$ cat config.mk
export PLATFORM = sky130hd
export DESIGN_NAME = dual_comparator_control
export DESIGN_NICKNAME = d
export VERILOG_FILES = /design/src/design/cmp_ctrl_pkg.sv /design/src/design/dual_comparator_control.sv
export SDC_FILE = /design/constraint.sdc
export NUM_CORES = 1
export LEC_CHECK = 0
export BUFFER_PORTS_ARGS = -buffer_cell sky130_fd_sc_hd__buf_2
export CAP_MARGIN = 30
export CORE_MARGIN = 2
export CORE_UTILIZATION = 39
export CTS_BUF_LIST = sky130_fd_sc_hd__clkbuf_4
export DETAILED_ROUTE_END_ITERATION = 6
export MAX_ROUTING_LAYER = met4
export PLACE_DENSITY = 0.82
export REMOVE_ABC_BUFFERS = 1
export SYNTH_ARGS = -nofsm -noshare
export SYNTH_HDL_FRONTEND = slang
export SYNTH_SLANG_ARGS = --single-unit
$ cat constraint.sdc
create_clock -name CLOCK -period 2.1 [get_ports CLOCK]
set_input_delay 0.105 -clock CLOCK [delete_from_list [all_inputs] [get_ports CLOCK]]
set_output_delay 0.105 -clock CLOCK [all_outputs]
set_load 0.01 [all_outputs]
$ cat src/design/cmp_ctrl_pkg.sv
// cmp_ctrl_pkg: register offset, field positions, reset values for the comparator control block
// assumes an ahb-lite slave with 32-bit data; the register is 16 bits in the low half of one word
package cmp_ctrl_pkg;
  // register map
  localparam logic [7:0]  CTRL_OFFSET   = 8'h00;
  localparam logic [15:0] CTRL_RESET    = 16'h0000;
  // field positions inside comparator_control
  localparam int BIT_STOP_IDLE   = 15;
  localparam int BIT_EVT2        = 13;
  localparam int BIT_EVT1        = 12;
  localparam int BIT_EN2         = 11;
  localparam int BIT_EN1         = 10;
  localparam int BIT_PAD2        = 9;
  localparam int BIT_PAD1        = 8;
  localparam int BIT_RES2        = 7;
  localparam int BIT_RES1        = 6;
  localparam int BIT_INV2        = 5;
  localparam int BIT_INV1        = 4;
  localparam int BIT_NEG2        = 3;
  localparam int BIT_POS2        = 2;
  localparam int BIT_NEG1        = 1;
  localparam int BIT_POS1        = 0;
  // plain read/write bits: 15, 11..8, 5..0
  localparam logic [15:0] RW_MASK       = 16'h8f3f;
  // ahb htrans codes
  localparam logic [1:0]  HTRANS_NONSEQ = 2'h2;
  localparam logic [1:0]  HTRANS_SEQ    = 2'h3;
  // reset synchroniser depth
  localparam int RST_SYNC_STAGES = 2;
  // bus state
  typedef enum logic [0:0] {
    BUS_IDLE = 1'b0,
    BUS_DATA = 1'b1
  } bus_state_t;
endpackage

$ cat src/design/dual_comparator_control.sv
// dual_comparator_control: control/status logic around two analog comparators
// assumes raw comparator outputs arrive asynchronously and the mux/analog side honours the select bits
//
// Functional notes
// each comparator output change sets its sticky event flag until software clears it
// each comparator has an independent enable bit
// pad drive enable gates each comparator result onto its output pad
// result bit reads one when positive input exceeds negative, reversed by invert
// stop-in-idle with processor idle suppresses interrupts, comparators stay enabled
// each comparator has an invert control bit
// positive select picks external positive pin when set, internal reference when clear
// negative select picks external positive pin when set, external negative pin when clear
//
// The address map and register access over AHB-Lite were chosen for this implementation.
`timescale 1ns/1ps
`default_nettype none
module dual_comparator_control
  import cmp_ctrl_pkg::*;
(
  // clock, reset, enable
  input  wire logic        CLOCK,
  input  wire logic        RST_B,
  input  wire logic        CLK_EN,
  // ahb-lite slave
  input  wire logic        HSEL,
  input  wire logic [31:0] HADDR,
  input  wire logic [1:0]  HTRANS,
  input  wire logic        HWRITE,
  input  wire logic [2:0]  HSIZE,
  input  wire logic [31:0] HWDATA,
  input  wire logic        HREADY,
  output logic      [31:0] HRDATA,
  output logic             HREADYOUT,
  output logic             HRESP,
  // analog comparator side
  input  wire logic [1:0]  CMP_RAW,
  output logic      [1:0]  CMP_ENABLE,
  output logic      [1:0]  CMP_POS_SEL,
  output logic      [1:0]  CMP_NEG_SEL,
  // pad side
  output logic      [1:0]  PAD_OUT,
  output logic      [1:0]  PAD_OE,
  // processor idle and event strobes
  input  wire logic        CPU_IDLE,
  output logic      [1:0]  CMP_EVENT_REQ
);

  // reset release through two flops
  logic [RST_SYNC_STAGES-1:0] rst_sync_q;
  logic                       rst_n;
  always_ff @(posedge CLOCK or negedge RST_B) begin
    if (!RST_B) rst_sync_q <= '0;
    else        rst_sync_q <= {rst_sync_q[RST_SYNC_STAGES-2:0], 1'b1};
  end
  assign rst_n = rst_sync_q[RST_SYNC_STAGES-1];

  // comparator inputs are asynchronous: two flops, only the second is read
  logic [1:0] raw_s1_q, raw_s2_q, raw_s1_d, raw_s2_d;
  always_comb begin
    raw_s1_d = CMP_RAW;
    raw_s2_d = raw_s1_q;
  end
  always_ff @(posedge CLOCK or negedge rst_n) begin
    if (!rst_n) begin
      raw_s1_q <= 2'h0;
      raw_s2_q <= 2'h0;
    end else if (CLK_EN) begin
      raw_s1_q <= raw_s1_d;
      raw_s2_q <= raw_s2_d;
    end
  end

  // register state
  logic [15:0] ctrl_q, ctrl_d;
  logic [1:0]  res_q, res_d;
  logic [1:0]  evt_q, evt_d;
  logic [1:0]  evt_req_q, evt_req_d;
  logic        idle_s1_q, idle_q;

  // bus address-phase capture
  bus_state_t  bus_q, bus_d;
  logic        wr_q, wr_d;
  logic        hit_q, hit_d;
  logic [31:0] rdata_q, rdata_d;

  logic [1:0] en, inv, change;
  logic       take, wr_go;
  assign en  = {ctrl_q[BIT_EN2], ctrl_q[BIT_EN1]};
  assign inv = {ctrl_q[BIT_INV2], ctrl_q[BIT_INV1]};

  // result follows raw input xor invert; disabled comparators read zero
  always_comb begin
    res_d  = (raw_s2_q ^ inv) & en;
    change = res_d ^ res_q;
  end

  // ahb decode: single-cycle data phase, always OKAY, unmapped reads zero
  assign take  = HSEL && HREADY && (HTRANS == HTRANS_NONSEQ || HTRANS == HTRANS_SEQ);
  assign wr_go = (bus_q == BUS_DATA) && wr_q && hit_q;
  always_comb begin
    bus_d   = take ? BUS_DATA : BUS_IDLE;
    wr_d    = take && HWRITE;
    hit_d   = take && (HADDR[7:0] == CTRL_OFFSET) && (HADDR[31:8] == 24'h000000);
    rdata_d = 32'h0000_0000;
    // next-state values are read, so a read pipelined behind a write sees that write
    if (take && !HWRITE && hit_d) begin
      rdata_d = {16'h0000, ctrl_d[15:14], evt_d, ctrl_d[11:8], res_q, ctrl_d[5:0]};
    end
  end

  // control bits and sticky event flags; writing zero to a flag clears it, a new change wins
  always_comb begin
    ctrl_d = ctrl_q;
    evt_d  = evt_q;
    if (wr_go) begin
      ctrl_d = HWDATA[15:0] & RW_MASK;
      evt_d  = evt_q & {HWDATA[BIT_EVT2], HWDATA[BIT_EVT1]};
    end
    evt_d = evt_d | change;
  end

  // event request pulses, held off in idle when stop-in-idle is set
  always_comb begin
    evt_req_d = change;
    if (ctrl_q[BIT_STOP_IDLE] && idle_q) begin
      evt_req_d = 2'h0;
    end
  end

  // registers
  always_ff @(posedge CLOCK or negedge rst_n) begin
    if (!rst_n) begin
      ctrl_q    <= CTRL_RESET;
      res_q     <= 2'h0;
      evt_q     <= 2'h0;
      evt_req_q <= 2'h0;
      idle_s1_q <= 1'b0;
      idle_q    <= 1'b0;
      bus_q     <= BUS_IDLE;
      wr_q      <= 1'b0;
      hit_q     <= 1'b0;
      rdata_q   <= 32'h0000_0000;
    end else if (CLK_EN) begin
      ctrl_q    <= ctrl_d;
      res_q     <= res_d;
      evt_q     <= evt_d;
      evt_req_q <= evt_req_d;
      idle_s1_q <= CPU_IDLE;
      idle_q    <= idle_s1_q;
      bus_q     <= bus_d;
      wr_q      <= wr_d;
      hit_q     <= hit_d;
      rdata_q   <= rdata_d;
    end
  end

  // outputs; stop-in-idle leaves comparators enabled
  assign HRDATA        = rdata_q;
  assign HREADYOUT     = 1'b1;
  assign HRESP         = 1'b0;
  assign CMP_ENABLE    = en;
  assign CMP_POS_SEL   = {ctrl_q[BIT_POS2], ctrl_q[BIT_POS1]};
  assign CMP_NEG_SEL   = {ctrl_q[BIT_NEG2], ctrl_q[BIT_NEG1]};
  assign PAD_OE        = {ctrl_q[BIT_PAD2], ctrl_q[BIT_PAD1]} & en;
  assign PAD_OUT       = res_q & PAD_OE;
  assign CMP_EVENT_REQ = evt_req_q;

  // assertions: each ties an output or an internal flag or control bit to the bus write, pin level or control setting that governs it
  property p_evt_set;
    @(posedge CLOCK) disable iff (!rst_n) CLK_EN && (res_d != res_q) |=> (evt_q & $past(change)) == $past(change);
  endproperty
  a_evt_set: assert property (p_evt_set) else $error("event flag not set on change");
  property p_evt_sticky;
    @(posedge CLOCK) disable iff (!rst_n) CLK_EN && !wr_go && (change == 2'h0) |=> evt_q == $past(evt_q);
  endproperty
  a_evt_sticky: assert property (p_evt_sticky) else $error("event flag changed without cause");
  property p_evt_clear;
    @(posedge CLOCK) disable iff (!rst_n) CLK_EN && wr_go && (change == 2'h0) |=>
      (evt_q & ~{$past(HWDATA[BIT_EVT2]), $past(HWDATA[BIT_EVT1])}) == 2'h0;
  endproperty
  a_evt_clear: assert property (p_evt_clear) else $error("event flag not cleared by zero");
  property p_enable;
    @(posedge CLOCK) disable iff (!rst_n) CLK_EN && wr_go |=>
      CMP_ENABLE == {$past(HWDATA[BIT_EN2]), $past(HWDATA[BIT_EN1])};
  endproperty
  a_enable: assert property (p_enable) else $error("enable bits not written");
  property p_pad;
    @(posedge CLOCK) disable iff (!rst_n) CLK_EN && wr_go |=>
      PAD_OE == ({$past(HWDATA[BIT_PAD2]), $past(HWDATA[BIT_PAD1])} &
                 {$past(HWDATA[BIT_EN2]), $past(HWDATA[BIT_EN1])});
  endproperty
  a_pad: assert property (p_pad) else $error("pad drive wrong");
  property p_pad_quiet;
    @(posedge CLOCK) disable iff (!rst_n) (PAD_OUT & ~PAD_OE) == 2'h0;
  endproperty
  a_pad_quiet: assert property (p_pad_quiet) else $error("pad driven while drive is off");
  // the raw pin reaches the result three edges later, both sync flops loaded out of reset
  property p_result;
    @(posedge CLOCK) disable iff (!rst_n)
      CLK_EN && $past(CLK_EN) && $past(CLK_EN, 2) && $past(rst_n) && $past(rst_n, 2)
      |=> res_q == (($past(CMP_RAW, 3) ^ $past(inv)) & $past(en));
  endproperty
  a_result: assert property (p_result) else $error("result bit wrong");
  property p_idle;
    @(posedge CLOCK) disable iff (!rst_n) CLK_EN && ctrl_q[BIT_STOP_IDLE] && idle_q |=> CMP_EVENT_REQ == 2'h0;
  endproperty
  a_idle: assert property (p_idle) else $error("event request in idle");
  property p_idle_enabled;
    @(posedge CLOCK) disable iff (!rst_n) CLK_EN && ctrl_q[BIT_STOP_IDLE] && idle_q && !wr_go |=>
      CMP_ENABLE == $past(CMP_ENABLE);
  endproperty
  a_idle_enabled: assert property (p_idle_enabled) else $error("comparator disabled by idle");
  property p_awake;
    @(posedge CLOCK) disable iff (!rst_n) CLK_EN && !(ctrl_q[BIT_STOP_IDLE] && idle_q) |=>
      CMP_EVENT_REQ == $past(change);
  endproperty
  a_awake: assert property (p_awake) else $error("event request missing");
  property p_invert;
    @(posedge CLOCK) disable iff (!rst_n) CLK_EN && wr_go |=>
      inv == {$past(HWDATA[BIT_INV2]), $past(HWDATA[BIT_INV1])};
  endproperty
  a_invert: assert property (p_invert) else $error("invert bits not written");
  property p_pos;
    @(posedge CLOCK) disable iff (!rst_n) CLK_EN && wr_go |=>
      CMP_POS_SEL == {$past(HWDATA[BIT_POS2]), $past(HWDATA[BIT_POS1])};
  endproperty
  a_pos: assert property (p_pos) else $error("positive select wrong");
  property p_neg;
    @(posedge CLOCK) disable iff (!rst_n) CLK_EN && wr_go |=>
      CMP_NEG_SEL == {$past(HWDATA[BIT_NEG2]), $past(HWDATA[BIT_NEG1])};
  endproperty
  a_neg: assert property (p_neg) else $error("negative select wrong");
  c_write: cover property (@(posedge CLOCK) disable iff (!rst_n) wr_go);
  c_clear: cover property (@(posedge CLOCK) disable iff (!rst_n) wr_go && (evt_q != 2'h0));
  c_evt: cover property (@(posedge CLOCK) disable iff (!rst_n) change != 2'h0);
  c_idle: cover property (@(posedge CLOCK) disable iff (!rst_n) ctrl_q[BIT_STOP_IDLE] && idle_q && change != 2'h0);
endmodule
`default_nettype wire

==> impl_results.md, run 1 <==
- Register area share after synthesis: 49.6%
- Grt ovf: 0
- CP max stage cell: dfrtp_1
- Post-Layout Cell Count: 361
- WS Path Type: reg -> reg
- Yosys cell types: 36
- Compound-Gate Fraction of Synth Area: 10.1%
- Achievable frequency: 611 MHz
- Drt first pass iters: 4
- Syn. warnings: 0
- Final worst slack: 462 ps
- Cell Chain, Critical Path: nand3_1, buf_4, mux2_2, nand2_1, o2bb2ai_1
- Dpl hpwl: 3.77 mm
- Die Wd: 80.3 µm
- Global-route wire length before repair: 8.14 mm
- Status: finished clean
- Initial Utilization: 40.7%
- Asr flop ratio synth: 100%
- Post-Synth Simple-Gate Area: 12.6%
- Largest net degree at the start of global routing: 27
- Clock transition at path regs: 130 ps
- Mapped Avg Cell Area: 11.8 µm²
- Largest family of logic cells by synthesized area: multiplexers
- CP delay by family, top: flip-flops
- CTS Hold Bufs: 16
- Initial antenna violation count: 0
- Total Routing Usage GR: 16.9%
- Worst Path Buf+Inv: 1
- Period minus WS final: 1640 ps
- Drt total wl: 5.15 mm
- Leak Pwr: 0.00144 µW
- Via density: 4.88
- Antenna Nets Post-Route: 0
- PwrDens: 529 nW/µm²
- Die area: 6450 µm²
- Mapped Cells: 193
- Register bit total from synthesis: 45
- Layout cells sized above 1: 44.3%
- IO buf count: 82
- IO Pins: 124
- Final net count: 366
- Worst Skew: 9.98 ps
- Vias: 1760
- Routed len/inst: 14.3 µm
- Post-CTS setup buffer count: 0
- Unrepaired setup endpoints after global routing: false
- Area grow syn2layout: 25.2%
- Mux contribution to synthesized area: 13.8%
- Total power: 1500 µW
- Crit end category: flop
- Post-route cell area: 2840 µm²
- Dpl cell area: 2630 µm²
- H-Tree Level Count: 2
- TNS Setup: 0 ps
- Worst-Skew Late Latency: 360 ps
- Post-synthesis xor/xnor area fraction: 1.54%
- Die height: 80.3 µm
- VDD IR-drop max: 388 µV
- CTS root buffer: clkbuf_4
- Vias in the first global route: 1712
- Dominant synthesized flop cell: dfrtp_1
- DP Cell Count: 337
- Antenna cells: 0
- Cell Area, Synth: 2270 µm²
- Number of flops mapped to enable cells by yosys: 0
- Num rows: 27
- Post_cts resized: 0
- CP required: 2350 ps
- 1st-iter DRT viols: 74
- Post-Synth Adder-Cell Area: 0%
- CTS sink count: 45
- CP max stage delay: 420 ps
- Critical path launch point type: flop
- Final Max Tran Viols: 0
- Hold Path Class: in -> reg
- CTS max path bufs: 2
- Final Cycle Share: 78.0%
- Core Area: 5570 µm²
- Residual DRC: 0
- Num CTS Buffers: 5
- CP arrival: 1890 ps
- Hold violation count in the final report: 0
- Post-Place Worst Slack: 411 ps
- CP max FO: 10
- Gp weighted congestion: 0.749
- Final setup viols: 0
- Max cap viols: 0
- CTS tree: done
-- cell usage in the layout, fill, tap and decap left out, types with 5 or more instances in the layout --
cell type,instances
buf_2,82
clkbuf_4,7
conb_1,19
dfrtp_1,44
dlygate4sd3_1,16
mux2_2,27
nand2_1,17
nand3_1,5
o21ai_0,5
o2bb2ai_1,17
-- routing by layer --
layer	vias to the layer above	part of all wire (%)	GRT usage (%)	routed length [µm]
met5	-	0	-	0
met4	0	1.3	4.24	67
met3	8	7.8	3.60	400
met2	81	50	28.7	2570
met1	832	41	20.5	2110
li1	839	-	-	-
-- worst reg2reg max path, cell delays in order (launching register included) --
cell	delay [ps]
dfrtp_1	420
nand3_1	350
buf_4	270
mux2_2	360
nand2_1	70
o2bb2ai_1	70
-- logic make-up after synthesis --
| family | after synthesis |
|---|---|
| compound gates | 30 |
| xor+xnor | 4 |
| buf+inv | 35 |
| flops | 45 |
| mux | 28 |
| other cells | 2 |
| simple gates | 49 |
-- through the flow --
stage | hold WS (ps) | utilization, %
floorplan | -191 | -
global placement | -108 | 47.1
detailed placement | -104 | 47.1
finish | 20.8 | 51.0
CTS | 5.33 | 51.0
global route | 33.1 | 51.0
-- sequential cells by signal (all words and copies together), names as in the netlist --
register and cells:
CMP_EVENT_REQ 2, HRDATA 16, bus_q 1, ctrl_q 12, evt_q 2, hit_q 1
idle_q 1, idle_s1_q 1, raw_s1_q 2, raw_s2_q 2, res_q 2, rst_sync_q 2
wr_q 1
-- power breakdown --
part           switching, µW  internal [µW]  leakage, µW
logic                   83.5           87.6     0.000808
clock network            267            155    0.0000338
registers               20.1            890     0.000600
-- final timing paths --
check                               from             to  slack (ps)  cells past startpoint
setup / recovery                   bus_q      HRDATA[3]         460                      5
hold / removal                HWDATA[13]       evt_q[1]          20                      3
setup reg to reg                   bus_q      HRDATA[3]         460                      5
hold reg to reg            rst_sync_q[1]      ctrl_q[0]         210                      0
max in group asynchronous  rst_sync_q[1]      HRDATA[6]        1400                      1
min in group asynchronous          RST_B  rst_sync_q[1]          40                      2
-- area by class of cell --
class | instances | area, µm²
fill | 492 | 2730
sequential | 45 | 1130
multi-input combinational | 130 | 937
clock buffer | 7 | 52.6
inverter | 3 | 11.3
tap | 72 | 90.1
clock inverter | 1 | 3.75
timing repair buffer | 103 | 621
-- cells in the mapped netlist, types with 2 or more instances --
cell type / number / area, µm²
buf_4: 24 / 180
buf_2: 2 / 10.0
o21ai_0: 5 / 25.0
mux2_2: 27 / 304
a211oi_1: 2 / 15.0
or4_1: 2 / 15.0
nor4_1: 4 / 25.0
o31ai_1: 2 / 15.0
and3_1: 2 / 12.5
o2bb2ai_1: 17 / 149
o21a_1: 2 / 15.0
conb_1: 2 / 7.51
inv_1: 3 / 11.3
clkbuf_8: 4 / 55.1
or3_1: 3 / 18.8
xnor2_1: 2 / 17.5
xor2_1: 2 / 17.5
and2_1: 3 / 18.8
nor2_1: 4 / 15.0
nand3_1: 5 / 25.0
dfrtp_1: 45 / 1130
nand2_1: 17 / 63.8
No activity file was read; power rests on OpenSTA's default activity.
==> inputs of run 2 (changes only) <==
clock period = 1.6 ns   (was 2.1 ns; I/O delays follow)
==> run 2 against run 1 <==
  * Global-route usage shrank 0.11 points
  * Via count shrank 0.28%
  * Combinational power grew 34%
  * Fmax grew 16%
  * Utilization grew 0.61 points
  * Sequential share of layout area shrank 0.47 points
  * Sequential cell count is the same
  * Clock power grew 36%
==> impl_results.md, run 2 (same netlist as run 1, synthesis figures left out) <==
- Post-Layout Cell Count: 363
- Die area: 6450 µm²
- CTS Hold Bufs: 17
- Hold Path Class: in -> reg
- Worst-Skew Late Latency: 350 ps
- Post_cts resized: 0
- Global-route wire length before repair: 8.05 mm
- PwrDens: 695 nW/µm²
- CTS sink count: 45
- Reg2Reg Setup Slack: 190 ps
- WS Path Type: reg -> reg
- Worst hold path depth: 3
- Largest net degree at the start of global routing: 25
- Drt total wl: 5.03 mm
- Final Max Tran Viols: 0
- Post-CTS setup buffer count: 0
- IO Pins: 124
- H-Tree Level Count: 2
- Post-route cell area: 2880 µm²
- Initial antenna violation count: 0
- Period minus WS final: 1410 ps
- 1st-iter DRT viols: 54
- Total Routing Usage GR: 16.8%
- Core Area: 5570 µm²
- Residual DRC: 0
- Layout cells sized above 1: 44.7%
- Num CTS Buffers: 5
- Dpl hpwl: 3.64 mm
- CTS max path bufs: 2
- Beginning of the worst hold path: HWRITE
- Clock transition at path regs: 130 ps
- Critical path launch point type: flop
- Final Cycle Share: 88.1%
- TNS Setup: 0 ps
- Reg2reg path depth: 5
- Final setup viols: 0
- DP Cell Count: 338
- Vias: 1755
- Leak Pwr: 0.00146 µW
- Routed len/inst: 13.9 µm
- Unrepaired setup endpoints after global routing: false
- Antenna Nets Post-Route: 0
- Drt first pass iters: 4
- CP required: 1880 ps
- Worst flop-to-flop path endpoint: HRDATA[4]
- Largest register FFs: 16
- Final net count: 368
- Fillers: 507
- CP arrival: 1690 ps
- Die height: 80.3 µm
- CTS root buffer: clkbuf_4
- CP max FO: 16
- Commonest non-fill, non-tap cells in the layout: buf_2, dfrtp_1, mux2_2
- Vias in the first global route: 1728
- Area grow syn2layout: 26.7%
- VDD IR-drop max: 512 µV
- IO buf count: 82
- Status: finished clean
- Commonest non-fill, non-tap cell in the layout: buf_2
- Worst Skew: 5.99 ps
- Num rows: 27
- Via density: 4.83
- Grt ovf: 0
- Hold violation count in the final report: 0
- Crit end category: flop
- Antenna cells: 0
- Dpl cell area: 2650 µm²
- Die Wd: 80.3 µm
- Hold EP: wr_q
- CTS tree: done
- FF-to-FF Start: bus_q
- Max cap viols: 0
- Achievable frequency: 710 MHz
- Initial Utilization: 40.7%
- Gp weighted congestion: 0.741
run 2: cell count changes in the layout (fill, tap and decap cells not counted):
cell,before,now
buf_12,1,2
dlygate4sd3_1,16,17
clkbuf_4,7,8
clkinv_1,1,0
run 2: stage by stage:
step	hold slack, ps	setup slack, ps	util, %	power (µW)
after global placement	-133	-28.7	47.5	1410
after floorplan	-216	155	-	1300
final	18.3	191	51.6	2000
after detailed placement	-133	-45.1	47.5	1420
after global routing	13.8	125	51.6	2090
after CTS	0.558	200	51.6	2020
run 2: worst max path at each step:
stage | cells past startpoint | slack [ps] | end | from
after floorplan | 4 | 150 | HRDATA[4] | hit_q
after detailed placement | 5 | -50 | HRDATA[0] | HADDR[16]
after CTS | 5 | 200 | HRDATA[4] | bus_q
final | 5 | 190 | HRDATA[4] | bus_q
after global placement | 5 | -30 | HRDATA[11] | HADDR[16]
after global routing | 5 | 130 | HRDATA[4] | bus_q
run 2: cell type report:
class                   count  area [µm²]  share of cell area, %
well taps                  72        90.1                   3.13
flip-flops and latches     45        1130                   39.2
multi-input cells         130         937                   32.6
inverters                   3        11.3                  0.391
clock buffers               8        60.1                   2.09
repair buffers            105         651                   22.6
run 2: report_power, final:
| part | internal (µW) | leakage, µW | total, µW | switching, µW |
|---|---|---|---|---|
| sequential | 1170 | 0.000600 | 1200 | 26.6 |
| clock | 227 | 0.0000368 | 575 | 348 |
| combinational | 120 | 0.000822 | 229 | 109 |
run 2: worst max-delay path, stage by stage, from the launching register on:
cell,delay [ps]
dfrtp_1,420
nand3_1,90
buf_4,260
mux2i_1,100
or3_1,310
o2bb2ai_1,160
run 2: layer usage:
layer	GRT usage [%]	up-vias	routed length (µm)
li1	-	841	-
met1	19.3	839	2080
met2	29.2	69	2590
met3	4.38	6	317
met4	4.24	0	44
met5	-	-	0
==> inputs of run 3 (changes only) <==
CELL_PAD_IN_SITES_DETAIL_PLACEMENT = 0   (was unset)
CELL_PAD_IN_SITES_GLOBAL_PLACEMENT = 1   (was unset)
CORE_UTILIZATION = 34   (was 39)
PLACE_DENSITY = 0.93   (was 0.82)
==> run 3 against run 2 <==
  * The flow now finishes with violations (design-rule violations)
  * Cell count rose by 1.4%
  * Final area fell by 0.57%
  * Fmax is 1.2% higher
  * Routed wire length rose by 2.2%
  * Sequential power about the same
  * Critical path type unchanged
==> impl_results.md, run 3 (same netlist as run 1, synthesis figures left out) <==
- Failing checks: design-rule violations
- TNS Setup: 0 ps
- Initial Utilization: 35.4%
- Grt ovf: 0
- Final net count: 368
- Commonest non-fill, non-tap cells in the layout: buf_2, dfrtp_1, mux2_2
- Post-route cell area: 2860 µm²
- Achievable frequency: 719 MHz
- H-Tree Level Count: 2
- Gp weighted congestion: 0.738
- Global-route wire length before repair: 8.27 mm
- CTS Hold Bufs: 17
- CTS max path bufs: 2
- Residual DRC: 12
- Die Wd: 85.7 µm
- Via density: 4.75
- Worst-Skew Late Latency: 350 ps
- Total Routing Usage GR: 15.0%
- Reg2reg path depth: 5
- Hold EP: wr_q
- Worst hold path depth: 3
- Unrepaired setup endpoints after global routing: false
- Status: finished with violations
- Total power: 1940 µW
- Drt first pass iters: 7
- CTS sink count: 45
- Num CTS Buffers: 5
- Worst flop-to-flop path endpoint: HRDATA[4]
- Vias: 1749
- Routed len/inst: 14.0 µm
- Final Max Tran Viols: 0
- CP required: 1890 ps
- WHS: 21.5 ps
- Vias in the first global route: 1691
- Die height: 85.7 µm
- Antenna cells: 0
- Largest register FFs: 16
- Core Area: 6420 µm²
- VDD IR-drop max: 404 µV
- WS Path Type: reg -> reg
- Beginning of the worst hold path: HWRITE
- 1st-iter DRT viols: 90
- Worst Tran Pin Value: 503 ps
- Crit path launch: bus_q
- Largest net degree at the start of global routing: 24
- Antenna Nets Post-Route: 0
- Leak Pwr: 0.00145 µW
- Max cap viols: 0
- Initial antenna violation count: 0
- IO buf count: 82
- Drt total wl: 5.15 mm
- Period minus WS final: 1390 ps
- Dpl hpwl: 3.75 mm
- Crit end category: flop
- Hold Path Class: in -> reg
- Post-CTS setup buffer count: 0
- FF-to-FF Start: bus_q
- CP arrival: 1680 ps
- Dpl cell area: 2640 µm²
- Hold violation count in the final report: 0
- Die area: 7350 µm²
- Worst Skew: 12.0 ps
- Commonest non-fill, non-tap cell in the layout: buf_2
- Reg2Reg Setup Slack: 210 ps
- Clock transition at path regs: 130 ps
- Area grow syn2layout: 26.0%
- Slew margin rel.: 66.5%
- PwrDens: 678 nW/µm²
- Post_cts resized: 0
- Layout cells sized above 1: 44.0%
- CTS root buffer: clkbuf_4
- Fillers: 622
- CTS tree: done
- Num rows: 29
- CP max FO: 16
- Critical path launch point type: flop
- Final setup viols: 0
- IO Pins: 124
- Final Cycle Share: 87.0%
[run 3: final cells by class]
| type | count | area (µm²) | area share (%) |
|---|---|---|---|
| repair buffers | 105 | 638 | 22.3 |
| clock inverters | 3 | 12.5 | 0.437 |
| flip-flops and latches | 45 | 1130 | 39.4 |
| inverters | 3 | 11.3 | 0.394 |
| clock buffers | 5 | 37.5 | 1.31 |
| well taps | 77 | 96.3 | 3.37 |
| multi-input cells | 130 | 937 | 32.8 |
[run 3: metrics by stage]
step	instances	util (%)	setup slack, ps
floorplan	178	-	155
global placement	343	41.1	-11.3
detailed placement	343	41.1	-60.2
CTS	368	44.5	198
global route	368	44.5	99.3
finish	368	44.5	208
[run 3: routing by layer]
| metal | GRT usage (%) | up-vias | part of all wire [%] | routed length (µm) |
|---|---|---|---|---|
| li1 | - | 843 | - | - |
| met1 | 19.3 | 822 | 46 | 2340 |
| met2 | 24.4 | 79 | 47 | 2400 |
| met3 | 3.27 | 5 | 6.8 | 352 |
| met4 | 3.46 | 0 | 0.99 | 51 |
| met5 | - | - | 0 | 0 |
[run 3: worst max-delay path: stages (launching register included)]
cell,delay [ps]
dfrtp_1,430
nand3_1,90
buf_4,250
mux2i_1,110
or3_1,310
o2bb2ai_1,140
[run 3: power breakdown]
group	internal (µW)	leakage, µW	switching [µW]
combinational	118	0.000817	108
clock	160	0.0000300	356
sequential	1170	0.000600	27.6
total	1450	0.00145	492
[run 3: how the worst max path moves through the flow]
stage / end / slack, ps
after detailed placement: HRDATA[2] / -60
after global placement: HRDATA[2] / -10
final: HRDATA[4] / 210
after floorplan: HRDATA[4] / 150
after global routing: HRDATA[4] / 100
after CTS: HRDATA[4] / 200
